--- config.mk ---
export PLATFORM = sky130hd
export DESIGN_NAME = psie_regs
export DESIGN_NICKNAME = d
export VERILOG_FILES = /design/src/rtl/psie_pkg.sv /design/src/rtl/psie_regs.sv /design/src/rtl/psie_evlat.sv
export SDC_FILE = /design/constraint.sdc
export NUM_CORES = 1
export LEC_CHECK = 0
export ABC_AREA = 1
export ABC_CLOCK_PERIOD_IN_PS = 900
export BUFFER_PORTS_ARGS = -buffer_cell sky130_fd_sc_hd__buf_2
export CAP_MARGIN = 10
export CORE_AREA = 3 3 62 64
export CTS_CLUSTER_SIZE = 20
export DETAILED_ROUTE_END_ITERATION = 7
export DIE_AREA = 0 0 65 67
export HOLD_SLACK_MARGIN = 0.15
export PLACE_DENSITY = 0.72
export SLEW_MARGIN = 20
export SYNTH_ARGS = -nofsm -noshare
export SYNTH_HDL_FRONTEND = slang
export SYNTH_SLANG_ARGS = --single-unit
--- constraint.sdc ---
create_clock -name mclk -period 0.9 [get_ports mclk]
set_input_delay 0.09 -clock mclk [delete_from_list [all_inputs] [get_ports mclk]]
set_output_delay 0.09 -clock mclk [all_outputs]
set_load 0.02 [all_outputs]
--- src/rtl/psie_pkg.sv ---
// Constants for the live status word and the event interrupt enable register.
// Assumes an MDIO frame engine outside that presents decoded register strobes.
package psie_pkg;
	localparam logic [4:0]  PSIE_ADDR_LIVE   = 5'h11;
	localparam logic [4:0]  PSIE_ADDR_IEN    = 5'h12;
	localparam logic [4:0]  PSIE_ADDR_ISTAT  = 5'h13;
	localparam logic [15:0] PSIE_ZERO_WORD   = 16'h0000;
	localparam logic [15:0] PSIE_IEN_RESET   = 16'h0000;
	localparam logic [15:0] PSIE_IEN_WMASK   = 16'h00f3;
	localparam int          PSIE_BIT_SPEED   = 14;
	localparam int          PSIE_BIT_TX      = 13;
	localparam int          PSIE_BIT_RX      = 12;
	localparam int          PSIE_BIT_COL     = 11;
	localparam int          PSIE_BIT_LINK    = 10;
	localparam int          PSIE_BIT_DUPLEX  = 9;
	localparam int          PSIE_BIT_NEGMODE = 8;
	localparam int          PSIE_BIT_NEGDONE = 7;
	localparam int          PSIE_BIT_POL     = 5;
	localparam int          PSIE_BIT_PAUSE   = 4;
	localparam int          PSIE_BIT_ERROR   = 3;
	localparam int          PSIE_BIT_NEGMSK  = 7;
	localparam int          PSIE_BIT_SPDMSK  = 6;
	localparam int          PSIE_BIT_DUPMSK  = 5;
	localparam int          PSIE_BIT_LNKMSK  = 4;
	localparam int          PSIE_BIT_GEN     = 1;
	localparam int          PSIE_BIT_TEST    = 0;
	localparam int          PSIE_EV_LSB      = 4;
	localparam int          PSIE_EV_MSB      = 7;
	localparam int          PSIE_BIT_PEND    = 2;
	localparam int          PSIE_NUM_EV      = 4;
endpackage

--- src/rtl/psie_regs.sv ---
// Live status word, event interrupt enable and interrupt status read port.
// Assumes single-cycle read and write strobes from the management frame engine
// and line status inputs already synchronous to mclk.
`timescale 1ns/1ns
module psie_regs
	import psie_pkg::*;
(
	input  wire logic        mclk,
	input  wire logic        rst_b,
	input  wire logic [4:0]  mgmt_addr,
	input  wire logic        mgmt_rd,
	input  wire logic        mgmt_wr,
	input  wire logic [15:0] mgmt_wdata,
	output logic      [15:0] mgmt_rdata,
	output logic             mgmt_rvalid,
	input  wire logic        speed_100,
	input  wire logic        tx_active,
	input  wire logic        rx_active,
	input  wire logic        collision,
	input  wire logic        link_up,
	input  wire logic        full_duplex,
	input  wire logic        neg_enabled,
	input  wire logic        neg_complete,
	input  wire logic        polarity_rev,
	input  wire logic        pause_capable,
	input  wire logic        line_error,
	output logic             mgmt_irq_out
);
	function automatic logic addr_is(input logic [4:0] a, input logic [4:0] ref_a);
		addr_is = (a == ref_a);
	endfunction

	logic [15:0]            event_interrupt_enable;
	logic [15:0]            phy_live_status_word;
	logic [15:0]            irq_status_word;
	logic [PSIE_NUM_EV-1:0] ev_set;
	logic [PSIE_NUM_EV-1:0] ev_flag;
	logic [PSIE_NUM_EV-1:0] ev_mask;
	logic                   ev_clr;
	logic                   primed;
	logic                   prev_speed;
	logic                   prev_duplex;
	logic                   prev_link;
	logic                   prev_done;
	logic                   irq_cond;
	logic                   neg_done_mask;
	logic                   speed_change_mask;
	logic                   duplex_change_mask;
	logic                   link_change_mask;
	logic                   global_irq_enable;
	logic                   test_irq_force;
	logic                   neg_done_flag;
	logic                   speed_changed_flag;
	logic                   duplex_changed_flag;
	logic                   link_changed_flag;
	logic [15:0]            next_rdata;

	assign neg_done_mask      = event_interrupt_enable[PSIE_BIT_NEGMSK];
	assign speed_change_mask  = event_interrupt_enable[PSIE_BIT_SPDMSK];
	assign duplex_change_mask = event_interrupt_enable[PSIE_BIT_DUPMSK];
	assign link_change_mask   = event_interrupt_enable[PSIE_BIT_LNKMSK];
	assign global_irq_enable  = event_interrupt_enable[PSIE_BIT_GEN];
	assign test_irq_force     = event_interrupt_enable[PSIE_BIT_TEST];

	always_comb begin
		phy_live_status_word                   = PSIE_ZERO_WORD;
		phy_live_status_word[PSIE_BIT_SPEED]   = speed_100;
		phy_live_status_word[PSIE_BIT_TX]      = tx_active;
		phy_live_status_word[PSIE_BIT_RX]      = rx_active;
		phy_live_status_word[PSIE_BIT_COL]     = collision;
		phy_live_status_word[PSIE_BIT_LINK]    = link_up;
		phy_live_status_word[PSIE_BIT_DUPLEX]  = full_duplex;
		phy_live_status_word[PSIE_BIT_NEGMODE] = neg_enabled;
		phy_live_status_word[PSIE_BIT_NEGDONE] = neg_complete;
		phy_live_status_word[PSIE_BIT_POL]     = polarity_rev;
		phy_live_status_word[PSIE_BIT_PAUSE]   = pause_capable;
		phy_live_status_word[PSIE_BIT_ERROR]   = line_error;
	end

	// Only the defined bits are stored, so reserved bits read back as zero
	// even if the controller breaks its promise to write them as zero.
	always_ff @(posedge mclk or negedge rst_b) begin
		if (!rst_b) begin
			event_interrupt_enable <= PSIE_IEN_RESET;
		end else if (mgmt_wr && addr_is(mgmt_addr, PSIE_ADDR_IEN)) begin
			event_interrupt_enable <= mgmt_wdata & PSIE_IEN_WMASK;
		end
	end

	// The first cycle after reset only loads the history, so the initial line
	// state is not mistaken for a change.
	always_ff @(posedge mclk or negedge rst_b) begin
		if (!rst_b) begin
			primed      <= 1'b0;
			prev_speed  <= 1'b0;
			prev_duplex <= 1'b0;
			prev_link   <= 1'b0;
			prev_done   <= 1'b0;
		end else begin
			primed      <= 1'b1;
			prev_speed  <= speed_100;
			prev_duplex <= full_duplex;
			prev_link   <= link_up;
			prev_done   <= neg_complete;
		end
	end

	always_comb begin
		ev_set    = '0;
		ev_set[3] = primed && neg_complete && !prev_done;
		ev_set[2] = primed && (speed_100 != prev_speed);
		ev_set[1] = primed && (full_duplex != prev_duplex);
		ev_set[0] = primed && (link_up != prev_link);
	end

	assign ev_clr = mgmt_rd && addr_is(mgmt_addr, PSIE_ADDR_ISTAT);

	psie_evlat u_evlat (
		.mclk    (mclk),
		.rst_b   (rst_b),
		.ev_set  (ev_set),
		.ev_clr  (ev_clr),
		.ev_flag (ev_flag)
	);

	assign neg_done_flag       = ev_flag[3];
	assign speed_changed_flag  = ev_flag[2];
	assign duplex_changed_flag = ev_flag[1];
	assign link_changed_flag   = ev_flag[0];
	assign ev_mask = {neg_done_mask, speed_change_mask, duplex_change_mask, link_change_mask};

	assign irq_cond = (global_irq_enable && |(ev_flag & ev_mask)) || test_irq_force;

	always_comb begin
		irq_status_word                            = PSIE_ZERO_WORD;
		irq_status_word[PSIE_EV_MSB:PSIE_EV_LSB]   = ev_flag;
		irq_status_word[PSIE_BIT_PEND]             = irq_cond;
	end

	always_comb begin
		next_rdata = PSIE_ZERO_WORD;
		if (addr_is(mgmt_addr, PSIE_ADDR_LIVE)) begin
			next_rdata = phy_live_status_word;
		end else if (addr_is(mgmt_addr, PSIE_ADDR_IEN)) begin
			next_rdata = event_interrupt_enable;
		end else if (addr_is(mgmt_addr, PSIE_ADDR_ISTAT)) begin
			next_rdata = irq_status_word;
		end
	end

	always_ff @(posedge mclk or negedge rst_b) begin
		if (!rst_b) begin
			mgmt_rdata  <= PSIE_ZERO_WORD;
			mgmt_rvalid <= 1'b0;
		end else begin
			mgmt_rvalid <= mgmt_rd;
			if (mgmt_rd) begin
				mgmt_rdata <= next_rdata;
			end
		end
	end

	// Registered so the pin never glitches while flags and masks settle.
	always_ff @(posedge mclk or negedge rst_b) begin
		if (!rst_b) begin
			mgmt_irq_out <= 1'b0;
		end else begin
			mgmt_irq_out <= irq_cond;
		end
	end
endmodule

--- src/rtl/psie_evlat.sv ---
// Sticky event flags that clear on a read strobe.
// Assumes set and clear are one-cycle pulses on mclk.
`timescale 1ns/1ns
module psie_evlat
	import psie_pkg::*;
(
	input  wire logic                   mclk,
	input  wire logic                   rst_b,
	input  wire logic [PSIE_NUM_EV-1:0] ev_set,
	input  wire logic                   ev_clr,
	output logic      [PSIE_NUM_EV-1:0] ev_flag
);
	// A set in the clearing cycle survives, so no event slips between reads.
	always_ff @(posedge mclk or negedge rst_b) begin
		if (!rst_b) begin
			ev_flag <= '0;
		end else begin
			ev_flag <= (ev_flag & ~{PSIE_NUM_EV{ev_clr}}) | ev_set;
		end
	end
endmodule

-- Word level (Yosys, flattened, before mapping)
Index checks and enable logic that the tools add are counted.
- add/subtract/negate cells: 0
- $mul: 0
- div/mod/pow operators: 0
- $lt $le $gt $ge: 0
- eq/ne operators: 6
- shifts and indexed selects: 0
- muxes and demuxes: 3
- bitwise logic cells: 4
- reduce and logical (&&, ||, !) cells: 11
- operator list (kind ; count):
    $mux W8 ; 2
    $eq A5 B5 Y1 const B ; 3
    $mux W15 ; 1
    $and A4 B4 Y4 ; 2
    $logic_and A1 B1 Y1 ; 8
    $not A4 Y4 ; 1
    $or A4 B4 Y4 ; 1
    $reduce_or A4 Y1 ; 1
    $ne A1 B1 Y1 ; 3
    $logic_not A1 Y1 ; 1
    $logic_or A1 B1 Y1 ; 1
- flip-flop bits (word level): 33
- latch bits: 0
- memory bits (writable): 0
- memory bits (read-only): 0
- input port bits: 36
- output and inout bits: 18
- word-level logic and storage cells: 34
- memories: 0

-- Logic depth before layout (Yosys ltp)
Gate-level depths: netlist (run 1).
- depth after elaboration: 7
- depth in mapped cells: 8
- mapped depth without buffers: 7

-- Modules after synthesis
A second synthesis (run 1) with hierarchy kept.
- cell total of the unflattened synthesis: 162
- area total of the unflattened synthesis: 1411.4 µm²
- modules (own cells, without submodules) (module ; times used ; cells each ; area an instance (µm²) ; seq. area each (µm²)):
    psie_regs ; 1 ; 145 ; 1262.5 ; 700.7
    psie_evlat ; 1 ; 17 ; 148.9 ; 100.1

-- Worst setup path before layout (run 1)
Ideal clock, no wire load.
- path type: register to register
- from: register event_interrupt_enable[5]
- to: register mgmt_rdata[2]
- setup time: 0.116 ns
- data arrival time: 0.767 ns
- data required time: 0.784 ns
- path slack: 0.016 ns
- cell stages (with the launch flop): 7
- buffers on the path: 0
- clock period less this slack: 0.884 ns
- cell sequence: dfrtp_1 nand2_1 nand2_1 o21ai_0 nand2_1 nand2_1 nand2_1
- longest elaborated chain between the ends: 7
- RTL lines (what ; RTL line ; source):
    start, declared ; psie_regs.sv:33 ; logic [15:0] event_interrupt_enable;
    start signal, assigned ; psie_regs.sv:86 ; event_interrupt_enable <= mgmt_wdata & PSIE_IEN_WMASK;
    $and A4 B4 Y4 ; psie_regs.sv:132 ; assign irq_cond = (global_irq_enable && |(ev_flag & ev_mask)) || test_irq_force;
    $reduce_or A4 Y1 ; psie_regs.sv:132 ;
    $logic_and A1 B1 Y1 ; psie_regs.sv:132 ;
    $logic_or A1 B1 Y1 ; psie_regs.sv:132 ;
    via irq_cond ; psie_regs.sv:45 ; logic irq_cond;
    $mux W8 ; psie_regs.sv:146 ; end else if (addr_is(mgmt_addr, PSIE_ADDR_ISTAT)) begin
    $mux W8 ; psie_regs.sv:144 ; end else if (addr_is(mgmt_addr, PSIE_ADDR_IEN)) begin
    $mux W15 ; psie_regs.sv:142 ; if (addr_is(mgmt_addr, PSIE_ADDR_LIVE)) begin
    end signal, assigned ; psie_regs.sv:158 ; mgmt_rdata <= next_rdata;
    end, declared ; psie_regs.sv:14 ; output logic [15:0] mgmt_rdata,
The timed path passes the listed nets, and every way through them passes these cells.
A chain may end at the register's enable or synchronous reset.

-- Worst setup path after layout (run 1)
- from: register mgmt_rdata[10]
- to: output port mgmt_rdata[10]
No word-level cell between the ends.

==> flow_metrics.tcl, run 1 <==
set metrics [dict create \
    antenna_found_initial 0 \
    place_area_um2 1770 \
    violations "setup timing" \
    path_buf_inv 1 \
    worstHoldPathType "in -> reg" \
    die_h_um 67 \
    grt_max_degree 33 \
    drcViolationCount 0 \
    reg2reg_from "u_evlat.ev_flag[3]$_DFF_PN0_" \
    holdCritStartpoint "mgmt_addr[2]" \
    gp_congestion 0.804 \
    finalSetupViolations 19 \
    r2r_cells 6 \
    core_um2 3340 \
    die_w_um 65 \
    cts.clk_slew.worst_paths_ns 0.09 \
    seqPwrFrac_pct 54.3 \
    tritoncts "built" \
    first_pass_iters 4 \
    cts_buffers 5 \
    wl_per_cell_um 12.1 \
    layout_setup_ws_ns -0.0630 \
    yosys-top-cells-area "dfrtp_1, nand2_1, o21ai_0" \
    fin_crit_sh_pct 107 \
    pre_cts_slack_ns -0.143 \
    clkLatencyLatePin_ns 0.31 \
    synth-main-ff-cell "dfrtp_1" \
    grt_util_met2_pct 29.1 \
    synth_fp_nets 195 \
    path_delay_family "flip-flops" \
    grt_pass1_wl_um 5730 \
    fin_skew_ns 0.00718 \
    grt_usage_pct 17.5 \
    ir_drop_mv 0.790 \
    grt_util_met3_pct 5.73 \
    p_int_uw 2150 \
    finalHoldViolCount 0 \
    cts-root-buf "clkbuf_4" \
    clock-sinks 32 \
    netlist_area_um2 1410 \
    synth_largest_area_cell "dfrtp_1" \
    yosysSeqAreaShare_pct 56.7 \
    diodes 0 \
    area_growth_pct 59.0 \
    max_cap_viol_count 0 \
    finalWirelength_um 3560 \
    drtIter0Drc 56 \
    pwr-share-comb_pct 21.3 \
    ys_warn_count 0 \
    slew_violations 0 \
    nets 285 \
    crit_arrival_ns 0.87 \
    net-switching-power_uw 776 \
    drive_above_1_share_pct 36.5 \
    start_util_pct 42.3 \
    rsz0062_at_grt "yes" \
    crit_chain "buf_6" \
    timing.reg2reg.setup_slack_ns -0.06 \
    crit_fanout 2 \
    critPathLaunchType "register" \
    r2r-end "mgmt_rdata[2]$_DFFE_PN0P_" \
    synth_cell_types 21 \
    ys_seq_elements 32 \
    max_freq_mhz 1040 \
    switching_share_pct 26.5 \
    synth_most_common_cell "nand2_1" \
    crit_slowest_cell "dfrtp_1" \
    netlist_instances 159 \
    busiest_layer "met2" \
    synth_edf_count 0 \
    rows 21 \
    ios 54 \
    grt-ovfl-total 0 \
    place_hpwl_um 2260 \
    postRouteAntennaNets 0 \
    p_leak_uw 0.00116 \
    die_area_um2 4360 \
    vias 1351 \
    synthArstFlopShare_pct 100 \
    clkPwrFrac_pct 24.5 \
    power.total_uw 2930 \
    synth.top_cell.area_share_pct 56.7 \
    portBuffers 42 \
    avgSynthCellArea_um2 8.88 \
    fin_crit_ns 0.963 \
    holdPathEnd "mgmt_rdata[0]$_DFFE_PN0P_" \
    hold-path-cell-count 4 \
    h-tree-depth 2 \
    pwr_density_cell_nw_per_um2 1300 \
    viasPerCell 4.58 \
    grt_pass1_vias 1285 \
    cts_buffer_depth 2 \
    hold_ws_ns 0.125 \
    finalInstanceArea_um2 2240 \
    cp-end-kind "output pin" \
    status "finished with violations" \
    worst_path_largest_cell_delay_ns 0.42 \
    globalRouteMet1Util_pct 21.7 \
    critPathRequiredTime_ns 0.81 \
    crit_type "reg -> out" \
    synth_common_cells "nand2_1, dfrtp_1, o21ai_0, o21ai_1, inv_1" \
]
[area by class of cell]
class | count | area [um^2]
Inverter | 11 | 41.3
Clock inverter | 1 | 5.00
Fill cell | 275 | 1090
Multi-Input combinational cell | 109 | 533
Clock buffer | 6 | 41.3
Sequential cell | 32 | 801
Tap cell | 46 | 57.6
Timing Repair Buffer | 90 | 764
[worst max-delay path by stage]
stage / to / depth (start not counted) / from / slack [ns]
floorplan: mgmt_rdata[2]$_DFFE_PN0P_ / 6 / event_interrupt_enable[5]$_DFFE_PN0P_ / 0.02
global placement: u_evlat.ev_flag[3]$_DFF_PN0_ / 6 / mgmt_addr[3] / -0.11
detailed placement: u_evlat.ev_flag[3]$_DFF_PN0_ / 6 / mgmt_addr[3] / -0.14
CTS: mgmt_rdata[10] / 1 / mgmt_rdata[10]$_DFFE_PN0P_ / -0.07
global route: mgmt_rdata[2]$_DFFE_PN0P_ / 6 / u_evlat.ev_flag[0]$_DFF_PN0_ / -0.14
finish: mgmt_rdata[10] / 1 / mgmt_rdata[10]$_DFFE_PN0P_ / -0.06
[cell usage in the layout (no fill, tap or decap), types with 3 or more instances in the layout]
| master | instances |
|---|---|
| or2_4 | 3 |
| buf_6 | 19 |
| nor2_1 | 7 |
| buf_4 | 23 |
| o21ai_0 | 8 |
| nor2_2 | 3 |
| inv_1 | 8 |
| o211ai_1 | 3 |
| clkbuf_4 | 5 |
| o21ai_1 | 10 |
| nand3_2 | 5 |
| dlygate4sd3_1 | 20 |
| nand2_1 | 57 |
| nand4_1 | 5 |
| inv_2 | 3 |
| dfrtp_1 | 32 |
| buf_2 | 25 |
[kinds of logic (layout without fill, tap and decap cells)]
group,count (synthesis),in the layout,share of synthesized area [%]
AO/OA/AOI/OAI,25,25,10.0
buffers and inverters,18,108,7.09
flip-flops,32,32,56.7
other,2,2,0.532
AND/OR/NAND/NOR,82,82,25.6
[registers in the layout, summed over array words and instances, names as in the netlist]
| register | cells |
|---|---|
| event_interrupt_enable | 6 |
| prev_done | 1 |
| prev_link | 1 |
| prev_speed | 1 |
| mgmt_rvalid | 1 |
| mgmt_irq_out | 1 |
| primed | 1 |
| mgmt_rdata | 15 |
| u_evlat.ev_flag | 4 |
| prev_duplex | 1 |
[metrics by stage]
stage	util, %	instances	TNS (ns)
CTS	65.2	289	-1.12
floorplan	-	159	0
finish	67.2	295	-0.719
global route	67.2	295	-1.88
global placement	53.1	257	-1.30
detailed placement	53.1	257	-1.89
[what timing repair did]
action                                  CTS  global route
hold buffers                             21             2
setup buffers                             4             6
endpoints found under the hold margin    60             8
pin swaps                                 2             7
gates resized for setup                  37             7
endpoints found under the setup margin   21            26
[routing by layer]
metal | vias up | part of all wire, %
li1 | 687 | -
met1 | 629 | 42
met2 | 33 | 52
met3 | 2 | 5.3
met4 | 0 | 0.51
met5 | - | 0
[power by group through the flow]
stage / Sequential, uW / Combinational (uW) / Clock (uW)
6_report: 1590 / 622 / 716
5_1_grt: 1600 / 692 / 828
4_1_cts: 1590 / 591 / 750
3_5_place_dp: 1610 / 478 / 0
3_3_place_gp: 1600 / 473 / 0
2_1_floorplan: 1630 / 199 / 0
(Power assumes the default switching activity.)
==> run 2: changes to the inputs <==
--- a/config.mk
+++ b/config.mk
@@ -18,4 +18,5 @@
 export SLEW_MARGIN = 20
 export SYNTH_ARGS = -nofsm -noshare
 export SYNTH_HDL_FRONTEND = slang
+export SYNTH_HIERARCHICAL = 1
 export SYNTH_SLANG_ARGS = --single-unit
==> run 2 against run 1 <==
  * The flow still finishes with violations (setup timing)
  * Maximum frequency down 2.2%
  * Clock skew up 0.00054 ns
  * Count of clock-buffer cells in the layout unchanged
  * Non-clock buffer count down 2
  * Critical path type unchanged
  * Combinational power up 0.8%
  * Hold slack better by 0.043 ns
  * Via count up 3.8%
  * Largest cell class unchanged
==> flow_metrics.tcl, run 2 <==
set metrics [dict create \
    ys_warn_count 6 \
    avgSynthCellArea_um2 8.71 \
    largest_reg_flops 15 \
    slew_violations 0 \
    rows 21 \
    synth_cell_types 20 \
    cts_buffer_depth 2 \
    ys_seq_elements 32 \
    synth.top_cell.area_share_pct 56.7 \
    ios 54 \
    layout_setup_ws_ns -0.0849 \
    antenna_found_initial 0 \
    gp_congestion 0.805 \
    clock-sinks 32 \
    synth_fp_nets 198 \
    wl_per_cell_um 13.0 \
    worst_path_largest_cell_delay_ns 0.42 \
    h-tree-depth 2 \
    core_um2 3340 \
    reg.largest.list "mgmt_rdata (15), event_interrupt_enable (6), u_evlat/ev_flag (4)" \
    hold-path-cell-count 4 \
    cts_buffers 5 \
    status "finished with violations" \
    crit_arrival_ns 0.89 \
    place_hpwl_um 2280 \
    yosysSeqAreaShare_pct 56.7 \
    drive_above_1_share_pct 36.8 \
    finalInstanceArea_um2 2250 \
    ir_drop_mv 0.736 \
    synth-main-ff-cell "dfrtp_1" \
    fin_skew_ns 0.00772 \
    nets 288 \
    place_area_um2 1780 \
    violations "setup timing" \
    critPathRequiredTime_ns 0.81 \
    netlist_area_um2 1410 \
    final_common_cell "nand2_1" \
    critPathLaunchType "register" \
    vias 1403 \
    viasPerCell 4.69 \
    synth_most_common_cell "nand2_1" \
    layout_common_cells "nand2_1, dfrtp_1, buf_2" \
    grt_pass1_vias 1371 \
    first_pass_iters 4 \
    cp-end-kind "output pin" \
    cts.clk_slew.worst_paths_ns 0.10 \
    pwr_density_cell_nw_per_um2 1360 \
    finalSetupViolations 18 \
    path_buf_inv 1 \
    synthArstFlopShare_pct 100 \
    netlist_instances 162 \
    die_area_um2 4360 \
    area_growth_pct 59.7 \
    rsz0062_at_grt "yes" \
    drcViolationCount 0 \
    start_util_pct 42.3 \
    crit_type "reg -> out" \
    p_leak_uw 0.00120 \
    finalHoldViolCount 0 \
    finalWirelength_um 3880 \
    top_register "mgmt_rdata" \
    worstHoldPathType "in -> reg" \
    diodes 0 \
    grt-ovfl-total 0 \
    cts-root-buf "clkbuf_4" \
    synth_edf_count 0 \
    synth_common_cells "nand2_1, dfrtp_1, nand3_1" \
    yosys-top-cells-area "dfrtp_1, nand2_1, nand3_1" \
    path_delay_family "flip-flops" \
    drtIter0Drc 93 \
    portBuffers 42 \
    crit_slowest_cell "dfrtp_1" \
    power.total_uw 3060 \
    max_cap_viol_count 0 \
    grt_max_degree 33 \
    die_h_um 67 \
    tritoncts "built" \
    grt_usage_pct 18.1 \
    postRouteAntennaNets 0 \
    fin_crit_ns 0.985 \
    fin_crit_sh_pct 109 \
    synth_largest_area_cell "dfrtp_1" \
    grt_pass1_wl_um 6020 \
    max_freq_mhz 1020 \
    crit_chain "buf_6" \
    die_w_um 65 \
    crit_cells 1 \
    r2r_cells 6 \
    crit_fanout 2 \
    clkLatencyLatePin_ns 0.33 \
]
==> run 2: timing repair <==
item,CTS,global route
endpoints found under the hold margin,58,1
pin swaps,2,8
gates cloned,0,1
setup endpoints to repair,19,31
gates resized for setup,36,13
buffers inserted,4,5
hold buffers,20,1
==> run 2: where the power goes <==
group          internal [uW]  switching (uW)  total [uW]
Sequential              1540            62.8        1600
Clock                    371             459         830
Combinational            318             309         627
==> run 2: cells by family (layout without fill, tap and decap cells) <==
logic type      count (synthesis)  after routing  synth area share (%)
compound gates                 16             16                  5.67
simple gates                   97             97                  31.1
flops                          32             32                  56.7
buf+inv                        15            106                  5.94
other cells                     2              2                 0.532
==> run 2: final timing paths <==
path	slack (ns)	end	from
worst max-delay path	-0.08	mgmt_rdata[10]	mgmt_rdata[10]$_DFFE_PN0P_
worst max register to register	-0.04	mgmt_rdata[2]$_DFFE_PN0P_	u_evlat/ev_flag[3]$_DFF_PN0_
min in group asynchronous	0.25	mgmt_rdata[3]$_DFFE_PN0P_	rst_b
worst min register to register	0.50	u_evlat/ev_flag[3]$_DFF_PN0_	prev_done$_DFF_PN0_
max in group asynchronous	0.48	event_interrupt_enable[4]$_DFFE_PN0P_	rst_b
worst min-delay path	0.17	mgmt_rdata[9]$_DFFE_PN0P_	mgmt_rd
==> run 2: tightest hold or removal path: stages <==
cell and delay [ns]:
buf_2 0.13, buf_6 0.13, nand2_1 0.06, o21ai_1 0.06
==> run 2: final cells by class <==
cell class	count	area (um^2)
fillers	260	1080
flip-flops and latches	32	801
repair buffers	88	738
multi-input cells	115	558
well taps	46	57.6
clock buffers	6	51.3
inverters	10	37.5
clock inverters	2	10.0
==> run 2: per-stage QoR <==
stage               hold WS [ns]  TNS (ns)  setup slack (ns)  util (%)  std cells
detailed placement        0.0565    -0.472           -0.0609      53.4        263
finish                     0.168     -1.03           -0.0849      67.5        299
floorplan                 -0.206         0            0.0158         -        162
global placement          0.0565    -0.310           -0.0429      53.4        263
CTS                        0.165     -1.07           -0.0786      65.3        295
global route               0.174     -1.87            -0.124      67.5        299
==> run 2: layer usage <==
metal  global-route usage [%]  up-vias  wire length, um  part of all wire [%]
li1                         -      693                -                     -
met1                     20.6      658             1590                    41
met2                     31.4       46             2040                    52
met3                     4.89        6              196                   5.1
met4                     8.71        0               55                   1.4
met5                        0        -                0                     0
